$ cat src/verilog/sfcf_pkg.sv
`default_nettype none
package sfcf_pkg;
    localparam logic [7:0] OP_WREN   = 8'h06;
    localparam logic [7:0] OP_WRITE_DISABLE_CMD   = 8'h04;
    localparam logic [7:0] OP_VWREN  = 8'h50;
    localparam logic [7:0] OP_RDS1   = 8'h05;
    localparam logic [7:0] OP_RDS2A  = 8'h09;
    localparam logic [7:0] OP_RDS2B  = 8'h35;
    localparam logic [7:0] OP_RDS3A  = 8'h95;
    localparam logic [7:0] OP_RDS3B  = 8'h15;
    localparam logic [7:0] OP_WRS1   = 8'h01;
    localparam logic [7:0] OP_WRS2   = 8'h31;
    localparam logic [7:0] OP_WRS3A  = 8'hC0;
    localparam logic [7:0] OP_WRS3B  = 8'h11;
    localparam logic [7:0] OP_WAKE   = 8'hAB;
    localparam logic [7:0] OP_SFDP   = 8'h5A;
    localparam logic [7:0] OP_PGM    = 8'h02;
    localparam logic [7:0] OP_QPGM   = 8'h32;
    localparam logic [7:0] OP_SECE   = 8'h20;
    localparam logic [7:0] OP_HBLE   = 8'h52;
    localparam logic [7:0] OP_BLKE   = 8'hD8;
    localparam logic [7:0] OP_DPD    = 8'hB9;
    localparam logic [7:0] DEV_ID    = 8'h5C; // arbitrary identifier value
    localparam logic [7:0] SR1_RST   = 8'h00;
    localparam logic [7:0] SR2_RST   = 8'h00;
    localparam logic [7:0] SR3_RST   = 8'h00;
    localparam int         SR1_WEL   = 1;
    localparam int         SR1_BP0   = 2;
    localparam int         SR1_TB    = 5;
    localparam int         SR2_CMP   = 6;
    localparam int         SR3_GRAN  = 0;
    localparam logic [4:0] ADDR_BITS_END = 5'd31;
    localparam int         FIFO_DEPTH = 8;
    localparam int         FIFO_WIDTH = 8;

    typedef enum logic [5:0] {
        ST_OPC  = 6'b000001,
        ST_ADDR = 6'b000010,
        ST_DATA = 6'b000100,
        ST_OUT  = 6'b001000,
        ST_DUMM = 6'b010000,
        ST_IGN  = 6'b100000
    } sfcf_state_e;

    typedef struct packed {
        logic       commit;
        logic [7:0] opcode;
        logic [23:0] addr;
        logic [7:0] nbytes;
    } sfcf_cmd_s;
endpackage : sfcf_pkg
`default_nettype wire

$ cat src/verilog/sfcf_frontend.sv
`timescale 1ns/10ps
`default_nettype none
module sfcf_frontend
    import sfcf_pkg::*;
(
    input  wire logic        mclk,
    input  wire logic        resetn,
    input  wire logic        chip_select_n,
    input  wire logic        serial_clk,
    input  wire logic        serial_in,
    output logic             serial_out,
    output logic             serial_out_en,
    input  wire logic        array_busy,
    input  wire logic [7:0]  param_rdata,
    output logic [23:0]      param_addr,
    output logic             op_valid,
    output logic [7:0]       op_code,
    output logic [23:0]      op_addr,
    output logic             data_valid,
    output logic [7:0]       data_byte,
    input  wire logic        data_ready,
    output logic             write_enable_latch,
    output logic             powered_down,
    output logic [7:0]       status_one,
    output logic [7:0]       status_two,
    output logic [7:0]       status_three
);
    logic [2:0]  csn_sync_r;
    logic [2:0]  clk_sync_r;
    logic [1:0]  din_sync_r;
    logic        rise;
    logic        fall;
    logic        frame_end;
    logic        frame_start;
    sfcf_state_e state_r;
    logic [7:0]  sh_r;
    logic [2:0]  bit_r;
    logic [7:0]  opc_r;
    logic [7:0]  nbyte_r;
    logic [23:0] addr_r;
    logic [7:0]  out_r;
    logic [2:0]  obit_r;
    logic        vol_en_r;
    logic        fifo_in_valid;
    logic        fifo_in_ready;
    logic        fifo_clr;
    logic        prot;
    logic [7:0]  byte_in;
    logic        byte_done;
    logic        is_write;
    logic        is_pgm;
    logic        is_erase;
    logic        commit_ok;
    logic [7:0]  sr_hold_r [3];
    logic [7:0]  out_src;
    logic [7:0]  sr1_view;
    logic        fifo_out_valid;

    always_ff @(posedge mclk or negedge resetn) begin
        if (!resetn) begin
            csn_sync_r <= 3'h7;
            clk_sync_r <= 3'h0;
            din_sync_r <= 2'h0;
        end else begin
            csn_sync_r <= {csn_sync_r[1:0], chip_select_n};
            clk_sync_r <= {clk_sync_r[1:0], serial_clk};
            din_sync_r <= {din_sync_r[0], serial_in};
        end
    end
    assign rise        = clk_sync_r[1] && !clk_sync_r[2] && !csn_sync_r[1];
    assign fall        = !clk_sync_r[1] && clk_sync_r[2] && !csn_sync_r[1];
    assign frame_end   = csn_sync_r[1] && !csn_sync_r[2];
    assign frame_start = !csn_sync_r[1] && csn_sync_r[2];
    assign byte_in     = {sh_r[6:0], din_sync_r[1]};
    assign byte_done   = rise && (bit_r == 3'h7);

    assign is_pgm   = (opc_r == OP_PGM) || (opc_r == OP_QPGM);
    assign is_erase = (opc_r == OP_SECE) || (opc_r == OP_HBLE) || (opc_r == OP_BLKE);
    assign is_write = is_pgm || is_erase || (opc_r == OP_WRS1) || (opc_r == OP_WRS2)
                   || (opc_r == OP_WRS3A) || (opc_r == OP_WRS3B);

    sfcf_protect u_prot (
        .protect_complement    (status_two[SR2_CMP]),
        .small_granule_protect (status_three[SR3_GRAN]),
        .top_bottom            (status_one[SR1_TB]),
        .protect_field         (status_one[SR1_BP0+2:SR1_BP0]),
        .addr                  (addr_r),
        .is_protected          (prot)
    );

    // whole-byte, length, latch, busy and protection checks at frame end
    always_comb begin
        commit_ok = (bit_r == 3'h0);
        if (is_pgm && nbyte_r < 8'd4) commit_ok = 1'b0;
        if (is_erase && nbyte_r != 8'd3) commit_ok = 1'b0;
        if (array_busy) commit_ok = 1'b0;
        if (!write_enable_latch && !(vol_en_r && opc_r == OP_WRS1)) commit_ok = 1'b0;
        if ((is_pgm || is_erase) && prot) commit_ok = 1'b0;
        if (powered_down) commit_ok = 1'b0;
    end

    always_ff @(posedge mclk or negedge resetn) begin
        if (!resetn) begin
            state_r <= ST_IGN;
            sh_r    <= 8'h00;
            bit_r   <= 3'h0;
            opc_r   <= 8'h00;
            nbyte_r <= 8'h00;
            addr_r  <= 24'h000000;
        end else if (frame_start) begin
            state_r <= ST_OPC;
            bit_r   <= 3'h0;
            nbyte_r <= 8'h00;
            opc_r   <= 8'h00;
        end else if (rise) begin
            sh_r  <= byte_in;
            bit_r <= bit_r + 3'h1;
            if (byte_done) begin
                case (state_r)
                    ST_OPC: begin
                        opc_r <= byte_in;
                        if (powered_down && byte_in != OP_WAKE) state_r <= ST_IGN;
                        else begin
                            case (byte_in)
                                OP_RDS1, OP_RDS2A, OP_RDS2B, OP_RDS3A, OP_RDS3B:
                                    state_r <= ST_OUT;
                                OP_WAKE: state_r <= ST_DUMM;
                                OP_SFDP, OP_PGM, OP_QPGM, OP_SECE, OP_HBLE, OP_BLKE:
                                    state_r <= ST_ADDR;
                                OP_WRS1, OP_WRS2, OP_WRS3A, OP_WRS3B:
                                    state_r <= ST_DATA;
                                OP_WREN, OP_WRITE_DISABLE_CMD, OP_VWREN, OP_DPD: state_r <= ST_DATA;
                                default: state_r <= ST_IGN;
                            endcase
                        end
                    end
                    ST_ADDR: begin
                        nbyte_r <= nbyte_r + 8'd1;
                        addr_r  <= {addr_r[15:0], byte_in};
                        if (nbyte_r == 8'd2) state_r <= (opc_r == OP_SFDP) ? ST_DUMM : ST_DATA;
                    end
                    ST_DUMM: begin
                        nbyte_r <= nbyte_r + 8'd1;
                        if (opc_r == OP_SFDP || nbyte_r == 8'd2) state_r <= ST_OUT;
                    end
                    ST_DATA: begin
                        nbyte_r <= (nbyte_r == 8'hFF) ? nbyte_r : nbyte_r + 8'd1;
                    end
                    ST_OUT:  state_r <= ST_OUT;
                    ST_IGN:  state_r <= ST_IGN;
                    default: state_r <= ST_IGN;
                endcase
            end
        end else if (frame_end) begin
            state_r <= ST_IGN;
        end
    end

    // status and latch updates at frame end
    always_ff @(posedge mclk or negedge resetn) begin
        if (!resetn) begin
            write_enable_latch <= 1'b0;
            vol_en_r           <= 1'b0;
            powered_down       <= 1'b0;
            status_one         <= SR1_RST;
        end else if (frame_end && state_r != ST_IGN) begin
            vol_en_r <= 1'b0;
            if (bit_r == 3'h0 && state_r == ST_DATA && !array_busy) begin
                case (opc_r)
                    OP_WREN:  write_enable_latch <= 1'b1;
                    OP_WRITE_DISABLE_CMD:  write_enable_latch <= 1'b0;
                    OP_VWREN: vol_en_r <= 1'b1;
                    OP_DPD:   powered_down <= !powered_down ? 1'b1 : powered_down;
                    default:  vol_en_r <= 1'b0;
                endcase
            end
            if (opc_r == OP_WAKE && nbyte_r >= 8'd3) powered_down <= 1'b0;
            if (is_write && commit_ok) begin
                write_enable_latch <= 1'b0;
                if (opc_r == OP_WRS1) begin
                    if (nbyte_r >= 8'd1) status_one <= sr_hold_r[0];
                end
            end
        end
    end

    // status bytes captured per data byte for status writes
    always_ff @(posedge mclk or negedge resetn) begin
        if (!resetn) begin
            sr_hold_r[0] <= 8'h00;
            sr_hold_r[1] <= 8'h00;
            sr_hold_r[2] <= 8'h00;
        end else if (byte_done && state_r == ST_DATA && nbyte_r < 8'd3) begin
            sr_hold_r[nbyte_r[1:0]] <= byte_in;
        end
    end
    logic [7:0] s2_nxt;
    logic [7:0] s3_nxt;
    logic       s2_we;
    logic       s3_we;
    always_comb begin
        s2_nxt = sr_hold_r[0];
        s3_nxt = sr_hold_r[0];
        s2_we  = 1'b0;
        s3_we  = 1'b0;
        if (frame_end && state_r == ST_DATA && is_write && commit_ok) begin
            if (opc_r == OP_WRS1) begin
                s2_nxt = sr_hold_r[1];
                s3_nxt = sr_hold_r[2];
                s2_we  = nbyte_r >= 8'd2;
                s3_we  = nbyte_r >= 8'd3;
            end else if (nbyte_r == 8'd1) begin
                s2_we = (opc_r == OP_WRS2);
                s3_we = (opc_r == OP_WRS3A) || (opc_r == OP_WRS3B);
            end
        end
    end
    always_ff @(posedge mclk or negedge resetn) begin
        if (!resetn) begin
            status_two   <= SR2_RST;
            status_three <= SR3_RST;
        end else begin
            if (s2_we) status_two <= s2_nxt;
            if (s3_we) status_three <= s3_nxt;
        end
    end

    // array command issue and program data path
    assign fifo_in_valid = byte_done && state_r == ST_DATA && is_pgm;
    assign fifo_clr      = frame_start;
    sfcf_fifo #(.W(FIFO_WIDTH), .D(FIFO_DEPTH)) u_fifo (
        .mclk      (mclk),
        .resetn    (resetn),
        .clr       (fifo_clr),
        .in_valid  (fifo_in_valid),
        .in_ready  (fifo_in_ready),
        .in_data   (byte_in),
        .out_valid (fifo_out_valid),
        .out_ready (data_ready && op_valid),
        .out_data  (data_byte)
    );
    // data offered only once the command is accepted
    assign data_valid = fifo_out_valid && op_valid;
    always_ff @(posedge mclk or negedge resetn) begin
        if (!resetn) begin
            op_valid <= 1'b0;
            op_code  <= 8'h00;
            op_addr  <= 24'h000000;
        end else if (frame_end && state_r == ST_DATA && (is_pgm || is_erase) && commit_ok) begin
            op_valid <= 1'b1;
            op_code  <= opc_r;
            op_addr  <= addr_r;
        end else if (!data_valid || frame_start) begin
            op_valid <= 1'b0;
        end
    end

    // read-out byte source, latch shown in its status bit
    always_comb begin
        sr1_view          = status_one;
        sr1_view[SR1_WEL] = write_enable_latch;
        case (opc_r)
            OP_RDS1:            out_src = sr1_view;
            OP_RDS2A, OP_RDS2B: out_src = status_two;
            OP_RDS3A, OP_RDS3B: out_src = status_three;
            OP_WAKE:            out_src = DEV_ID;
            default:            out_src = param_rdata;
        endcase
    end

    // read-out shifter
    always_ff @(posedge mclk or negedge resetn) begin
        if (!resetn) begin
            out_r         <= 8'h00;
            obit_r        <= 3'h0;
            serial_out    <= 1'b0;
            serial_out_en <= 1'b0;
            param_addr    <= 24'h000000;
        end else if (state_r != ST_OUT || csn_sync_r[1]) begin
            obit_r        <= 3'h0;
            serial_out_en <= 1'b0;
            param_addr    <= addr_r;
            out_r         <= out_src;
        end else if (fall) begin
            serial_out_en <= 1'b1;
            serial_out    <= out_r[3'h7 - obit_r];
            obit_r        <= obit_r + 3'h1;
            // next address presented seven bits ahead of its reload
            if (obit_r == 3'h0) param_addr <= param_addr + 24'h000001;
            if (obit_r == 3'h7) out_r <= out_src;
        end else if (!serial_out_en) begin
            // opcode known only now: reload before the first bit
            out_r <= out_src;
        end
    end

    AST_FIFO_NOT_OVER: assert property (@(posedge mclk) disable iff (!resetn)
        fifo_in_valid |-> fifo_in_ready) else $error("program fifo overflow");
    AST_LATCH_CLR: assert property (@(posedge mclk) disable iff (!resetn)
        (frame_end && is_write && commit_ok && state_r == ST_DATA)
        |=> !write_enable_latch) else $error("latch not cleared");
    AST_NO_OP_UNLATCHED: assert property (@(posedge mclk) disable iff (!resetn)
        $rose(op_valid) |-> $past(write_enable_latch)) else $error("op without latch");
    AST_ERASE_LEN: assert property (@(posedge mclk) disable iff (!resetn)
        ($rose(op_valid) && op_code == OP_SECE) |-> $past(nbyte_r) == 8'd3)
        else $error("erase length wrong");
    AST_PGM_LEN: assert property (@(posedge mclk) disable iff (!resetn)
        ($rose(op_valid) && op_code == OP_PGM) |-> $past(nbyte_r) >= 8'd4)
        else $error("program too short");
    AST_BYTE_ALIGN: assert property (@(posedge mclk) disable iff (!resetn)
        $rose(op_valid) |-> $past(bit_r) == 3'h0) else $error("partial byte accepted");
    AST_BUSY: assert property (@(posedge mclk) disable iff (!resetn)
        $rose(op_valid) |-> !$past(array_busy)) else $error("op during busy");
    AST_PROT: assert property (@(posedge mclk) disable iff (!resetn)
        $rose(op_valid) |-> !$past(prot)) else $error("protected target accepted");
endmodule : sfcf_frontend
`default_nettype wire

$ cat src/verilog/sfcf_fifo.sv
`timescale 1ns/10ps
`default_nettype none
module sfcf_fifo #(
    parameter int W = 8,
    parameter int D = 8
) (
    input  wire logic         mclk,
    input  wire logic         resetn,
    input  wire logic         clr,
    input  wire logic         in_valid,
    output logic              in_ready,
    input  wire logic [W-1:0] in_data,
    output logic              out_valid,
    input  wire logic         out_ready,
    output logic      [W-1:0] out_data
);
    localparam int AW = $clog2(D);
    logic [W-1:0]  mem_r [D];
    logic [AW:0]   wp_r;
    logic [AW:0]   rp_r;
    logic          full;
    logic          empty;
    assign full      = (wp_r[AW] != rp_r[AW]) && (wp_r[AW-1:0] == rp_r[AW-1:0]);
    assign empty     = (wp_r == rp_r);
    assign in_ready  = !full;
    assign out_valid = !empty;
    assign out_data  = mem_r[rp_r[AW-1:0]];
    always_ff @(posedge mclk) begin
        if (in_valid && !full) begin
            mem_r[wp_r[AW-1:0]] <= in_data;
        end
    end
    always_ff @(posedge mclk or negedge resetn) begin
        if (!resetn) begin
            wp_r <= '0;
            rp_r <= '0;
        end else if (clr) begin
            wp_r <= '0;
            rp_r <= '0;
        end else begin
            if (in_valid && !full) wp_r <= wp_r + 1'b1;
            if (out_ready && !empty) rp_r <= rp_r + 1'b1;
        end
    end
endmodule : sfcf_fifo
`default_nettype wire

$ cat src/verilog/sfcf_protect.sv
`timescale 1ns/10ps
`default_nettype none
module sfcf_protect
    import sfcf_pkg::*;
(
    input  wire logic        protect_complement,
    input  wire logic        small_granule_protect,
    input  wire logic        top_bottom,
    input  wire logic [2:0]  protect_field,
    input  wire logic [23:0] addr,
    output logic             is_protected
);
    logic [23:0] span;
    logic        in_low;
    always_comb begin
        span         = 24'h000000;
        in_low       = 1'b0;
        is_protected = 1'b0;
        if (!protect_complement) begin
            is_protected = 1'b0;
        end else if (protect_field == 3'h0) begin
            is_protected = 1'b1;
        end else if (protect_field == 3'h7) begin
            is_protected = 1'b0;
        end else if (!small_granule_protect) begin
            span = 24'h040000 << (protect_field - 3'h1);
            if (!top_bottom) is_protected = addr < (24'h000000 - span);
            else is_protected = addr >= span;
        end else begin
            span = 24'h001000 << ((protect_field > 3'h4) ? 3'h3 : protect_field - 3'h1);
            in_low = addr < span;
            if (!top_bottom) is_protected = addr < (24'h000000 - span);
            else is_protected = !in_low;
        end
    end
endmodule : sfcf_protect
`default_nettype wire

$ cat config.mk
export PLATFORM = sky130hd
export DESIGN_NAME = sfcf_frontend
export DESIGN_NICKNAME = d
export VERILOG_FILES = /design/src/verilog/sfcf_pkg.sv /design/src/verilog/sfcf_frontend.sv /design/src/verilog/sfcf_fifo.sv /design/src/verilog/sfcf_protect.sv
export SDC_FILE = /design/constraint.sdc
export NUM_CORES = 1
export LEC_CHECK = 0
export BUFFER_PORTS_ARGS = -buffer_cell sky130_fd_sc_hd__buf_2
export CORE_ASPECT_RATIO = 0.6
export CORE_MARGIN = 2
export CORE_UTILIZATION = 45
export CTS_CLUSTER_SIZE = 24
export DETAILED_ROUTE_END_ITERATION = 7
export PLACE_DENSITY = 0.72
export SLEW_MARGIN = 20
export SYNTH_ARGS = -nofsm -noshare
export SYNTH_HDL_FRONTEND = slang
export SYNTH_SLANG_ARGS = --single-unit
$ cat constraint.sdc
create_clock -name mclk -period 5.1 [get_ports mclk]
set_input_delay 0.255 -clock mclk [delete_from_list [all_inputs] [get_ports mclk]]
set_output_delay 0.255 -clock mclk [all_outputs]
set_load 0.05 [all_outputs]
==> results.ini <==
[run_status]
run_status = complete, no violations

[setup_path]
cp_cell_sequence = inv_1, ha_1, ha_1, nor3b_1, nand2_1, ha_1, a22o_1, ha_1, nand4_1, or3_1, a221oi_1, nor4_1, and4bb_2, buf_4, mux2_2
reg2regPathDepth = 15
crit_top_cell = ha_1
slowest_stage = nor3b_1
cp-end-kind = flip-flop
r2r_start = status_one[2]
crit_required_ps = 5540
start_kind = flip-flop
rrSetupSlack_ps = 350
timing.rr.end = op_addr[0]
max_stage_delay_ps = 530
worst_ep_arrival_time_ps = 5190
crit_path_max_fanout = 20
path_class = reg2reg

[min_path]
hp-class = in2reg
hold_depth = 3
hold_path_end = out_r[2]
hold_start = param_rdata[2]

[global_route]
grt_first_pass_wirelength_um = 50500
grt_pass1_vias = 8520
gr-total-overflow = 0
grt_start_max_net_pins = 121
antenna_found_initial = 0
grt_usage_pct = 21.7

[layout]
area_growth_pct = 13.6
final_common_cell = dfrtp_1
fin_nets = 1226
diodes = 0
utilization_pct = 52.5
final_cell_mix = 189 x dfrtp_1, 107 x buf_2, 103 x nand2_1, 103 x mux2_2, 68 x nor2_1
drive_above_1_share_pct = 28.2
fillers = 2389

[synthesis]
synth-main-ff-cell = dfrtp_1
yosysUniqueCellTypes = 79
yosysWarnings = 0
ys_seq_elements = 257
synth_edf_count = 64
ys_seq_area_share_pct = 52.4
syn_area_per_cell_um2 = 12.2
async_flop_share_pct = 75.1
syn_inst = 1055
synth_area_um2 = 12900

[clock_tree]
cts_buffer_depth = 3
insertion_delay_ps = 560
root_buffer = clkbuf_16
cts_tree = done
cts_buffers = 25
clock_sinks = 257
cts_resized = 0
cts-htree-levels = 1
clk_pin_slew_ps = 70

[placement]
port_buffers = 108
place_hpwl_um = 22800
gp_congestion = 0.882

[power_and_ir_drop]
p_leak_nw = 6.65
power.density_nw_per_um2 = 288
total_power_mw = 4.22
peakVddDrop_v = 0.000275

[timing]
setup_viol = 0
fin_crit_ps = 4750
max_freq_mhz = 210
tns_ps = 0
clock-skew-final_ps = 22.0
max_slew_margin_pct = 25.6
slew_viol_final = 0
worst_pin_slew_ps = 1100
rsz0062_at_grt = no
holdWs_ps = 30.9
finalCritPeriodShare_pct = 93.2
hold_viol_final = 0

[routing]
vias = 8895
ant_nets = 0
wl_per_cell_um = 20.9
vias_per_cell = 5.75
drc = 0
drt_iter0_markers = 802
routed_wl_um = 32400
dr.pass1.iters = 5

[floorplan]
initial_core_util_pct = 46.2
die_y_um = 135
die_area_um2 = 30000
core_um2 = 27900
die_x_um = 222
io_pins = 109
placementRows = 47

[job]
drv_cap = 0

-- critical path, delay by kind of cell, from the launching register on --
kind            cells  cell delay [ps]
simple gates        6             1630
fa+ha+maj           4             1070
buf+inv             2              530
compound gates      2              520
flops               1              480
mux                 1              380
-- where the power goes --
group	internal, mW	switching [mW]
clock network	1.03	0.821
logic	0.0514	0.0853
registers	2.15	0.0841
total	3.23	0.990
-- state kept, by name, indices dropped and copies added (netlist names), 2 cells and up --
name and flops:
addr_r 24, bit_r 3, clk_sync_r 3, csn_sync_r 3
din_sync_r 2, nbyte_r 8, obit_r 3, op_addr 24
op_code 8, opc_r 8, out_r 8, param_addr 24
sh_r 7, sr_hold_r 24, state_r 6, status_one 8
status_three 8, status_two 8, u_fifo.mem_r 64, u_fifo.rp_r 4
u_fifo.wp_r 4
-- cell families after synthesis --
| family | share of synthesized area, % |
|---|---|
| simple gates | 13.4 |
| mux | 16.4 |
| compound gates | 6.82 |
| xor+xnor | 3.26 |
| other cells | 0.0291 |
| flops | 52.4 |
| fa+ha+maj | 4.84 |
| buf+inv | 2.82 |
-- cell type report --
class	count	area, um^2	share of cell area [%]
sequential	257	6760	46.1
multi-input combinational	723	5790	39.5
inverter	27	101	0.692
tap	367	459	3.14
clock inverter	15	148	1.01
clock buffer	31	658	4.50
timing repair buffer	128	729	4.98
-- layer usage --
| metal | global-route usage (%) | wire length (um) | vias to the layer above |
|---|---|---|---|
| met3 | 5.64 | 2410 | 45 |
| met5 | 0 | 0 | - |
| met4 | 4.51 | 678 | 0 |
| met1 | 34.3 | 16100 | 4504 |
| met2 | 29.6 | 13200 | 275 |
| li1 | - | - | 4071 |
-- stage by stage --
step | cells | cell area, um^2 | worst slack [ps]
floorplan | 1057 | 12900 | 835
global placement | 1497 | 13800 | 644
detailed placement | 1497 | 13800 | 496
CTS | 1547 | 14600 | 478
global route | 1548 | 14600 | 94.1
finish | 1548 | 14600 | 346
-- repair_timing --
item	4_1_cts	5_1_grt
buffers inserted	0	0
setup endpoints to repair	0	0
hold buffers	4	0
endpoints found under the hold margin	120	0
-- worst max-delay path by stage --
stage                  start     endpoint  slack, ps  cells after the start
2_1_floorplan  status_one[2]  op_addr[21]        830                     16
5_1_grt        status_one[2]   op_addr[0]         90                     15
4_1_cts        status_one[2]   op_addr[0]        480                     15
6_report       status_one[2]   op_addr[0]        350                     15
3_3_place_gp   status_one[2]   op_addr[0]        640                     15
3_5_place_dp   status_one[2]   op_addr[0]        500                     15
-- cell usage after synthesis, drive strengths merged, types with 18 or more instances --
cell / n / share of area (%)
dfrtp: 189 / 37
mux2: 130 / 12
nand2: 103 / 3.0
nor2: 68 / 2.0
edfxtp: 64 / 15
o21ai: 50 / 1.9
ha: 49 / 4.8
clkbuf: 33 / 0.96
inv: 27 / 0.79
xor2: 26 / 1.8
xnor2: 22 / 1.5
a21oi: 20 / 0.78
nand3: 20 / 0.82
mux4: 18 / 3.1
(Power assumes the default switching activity.)
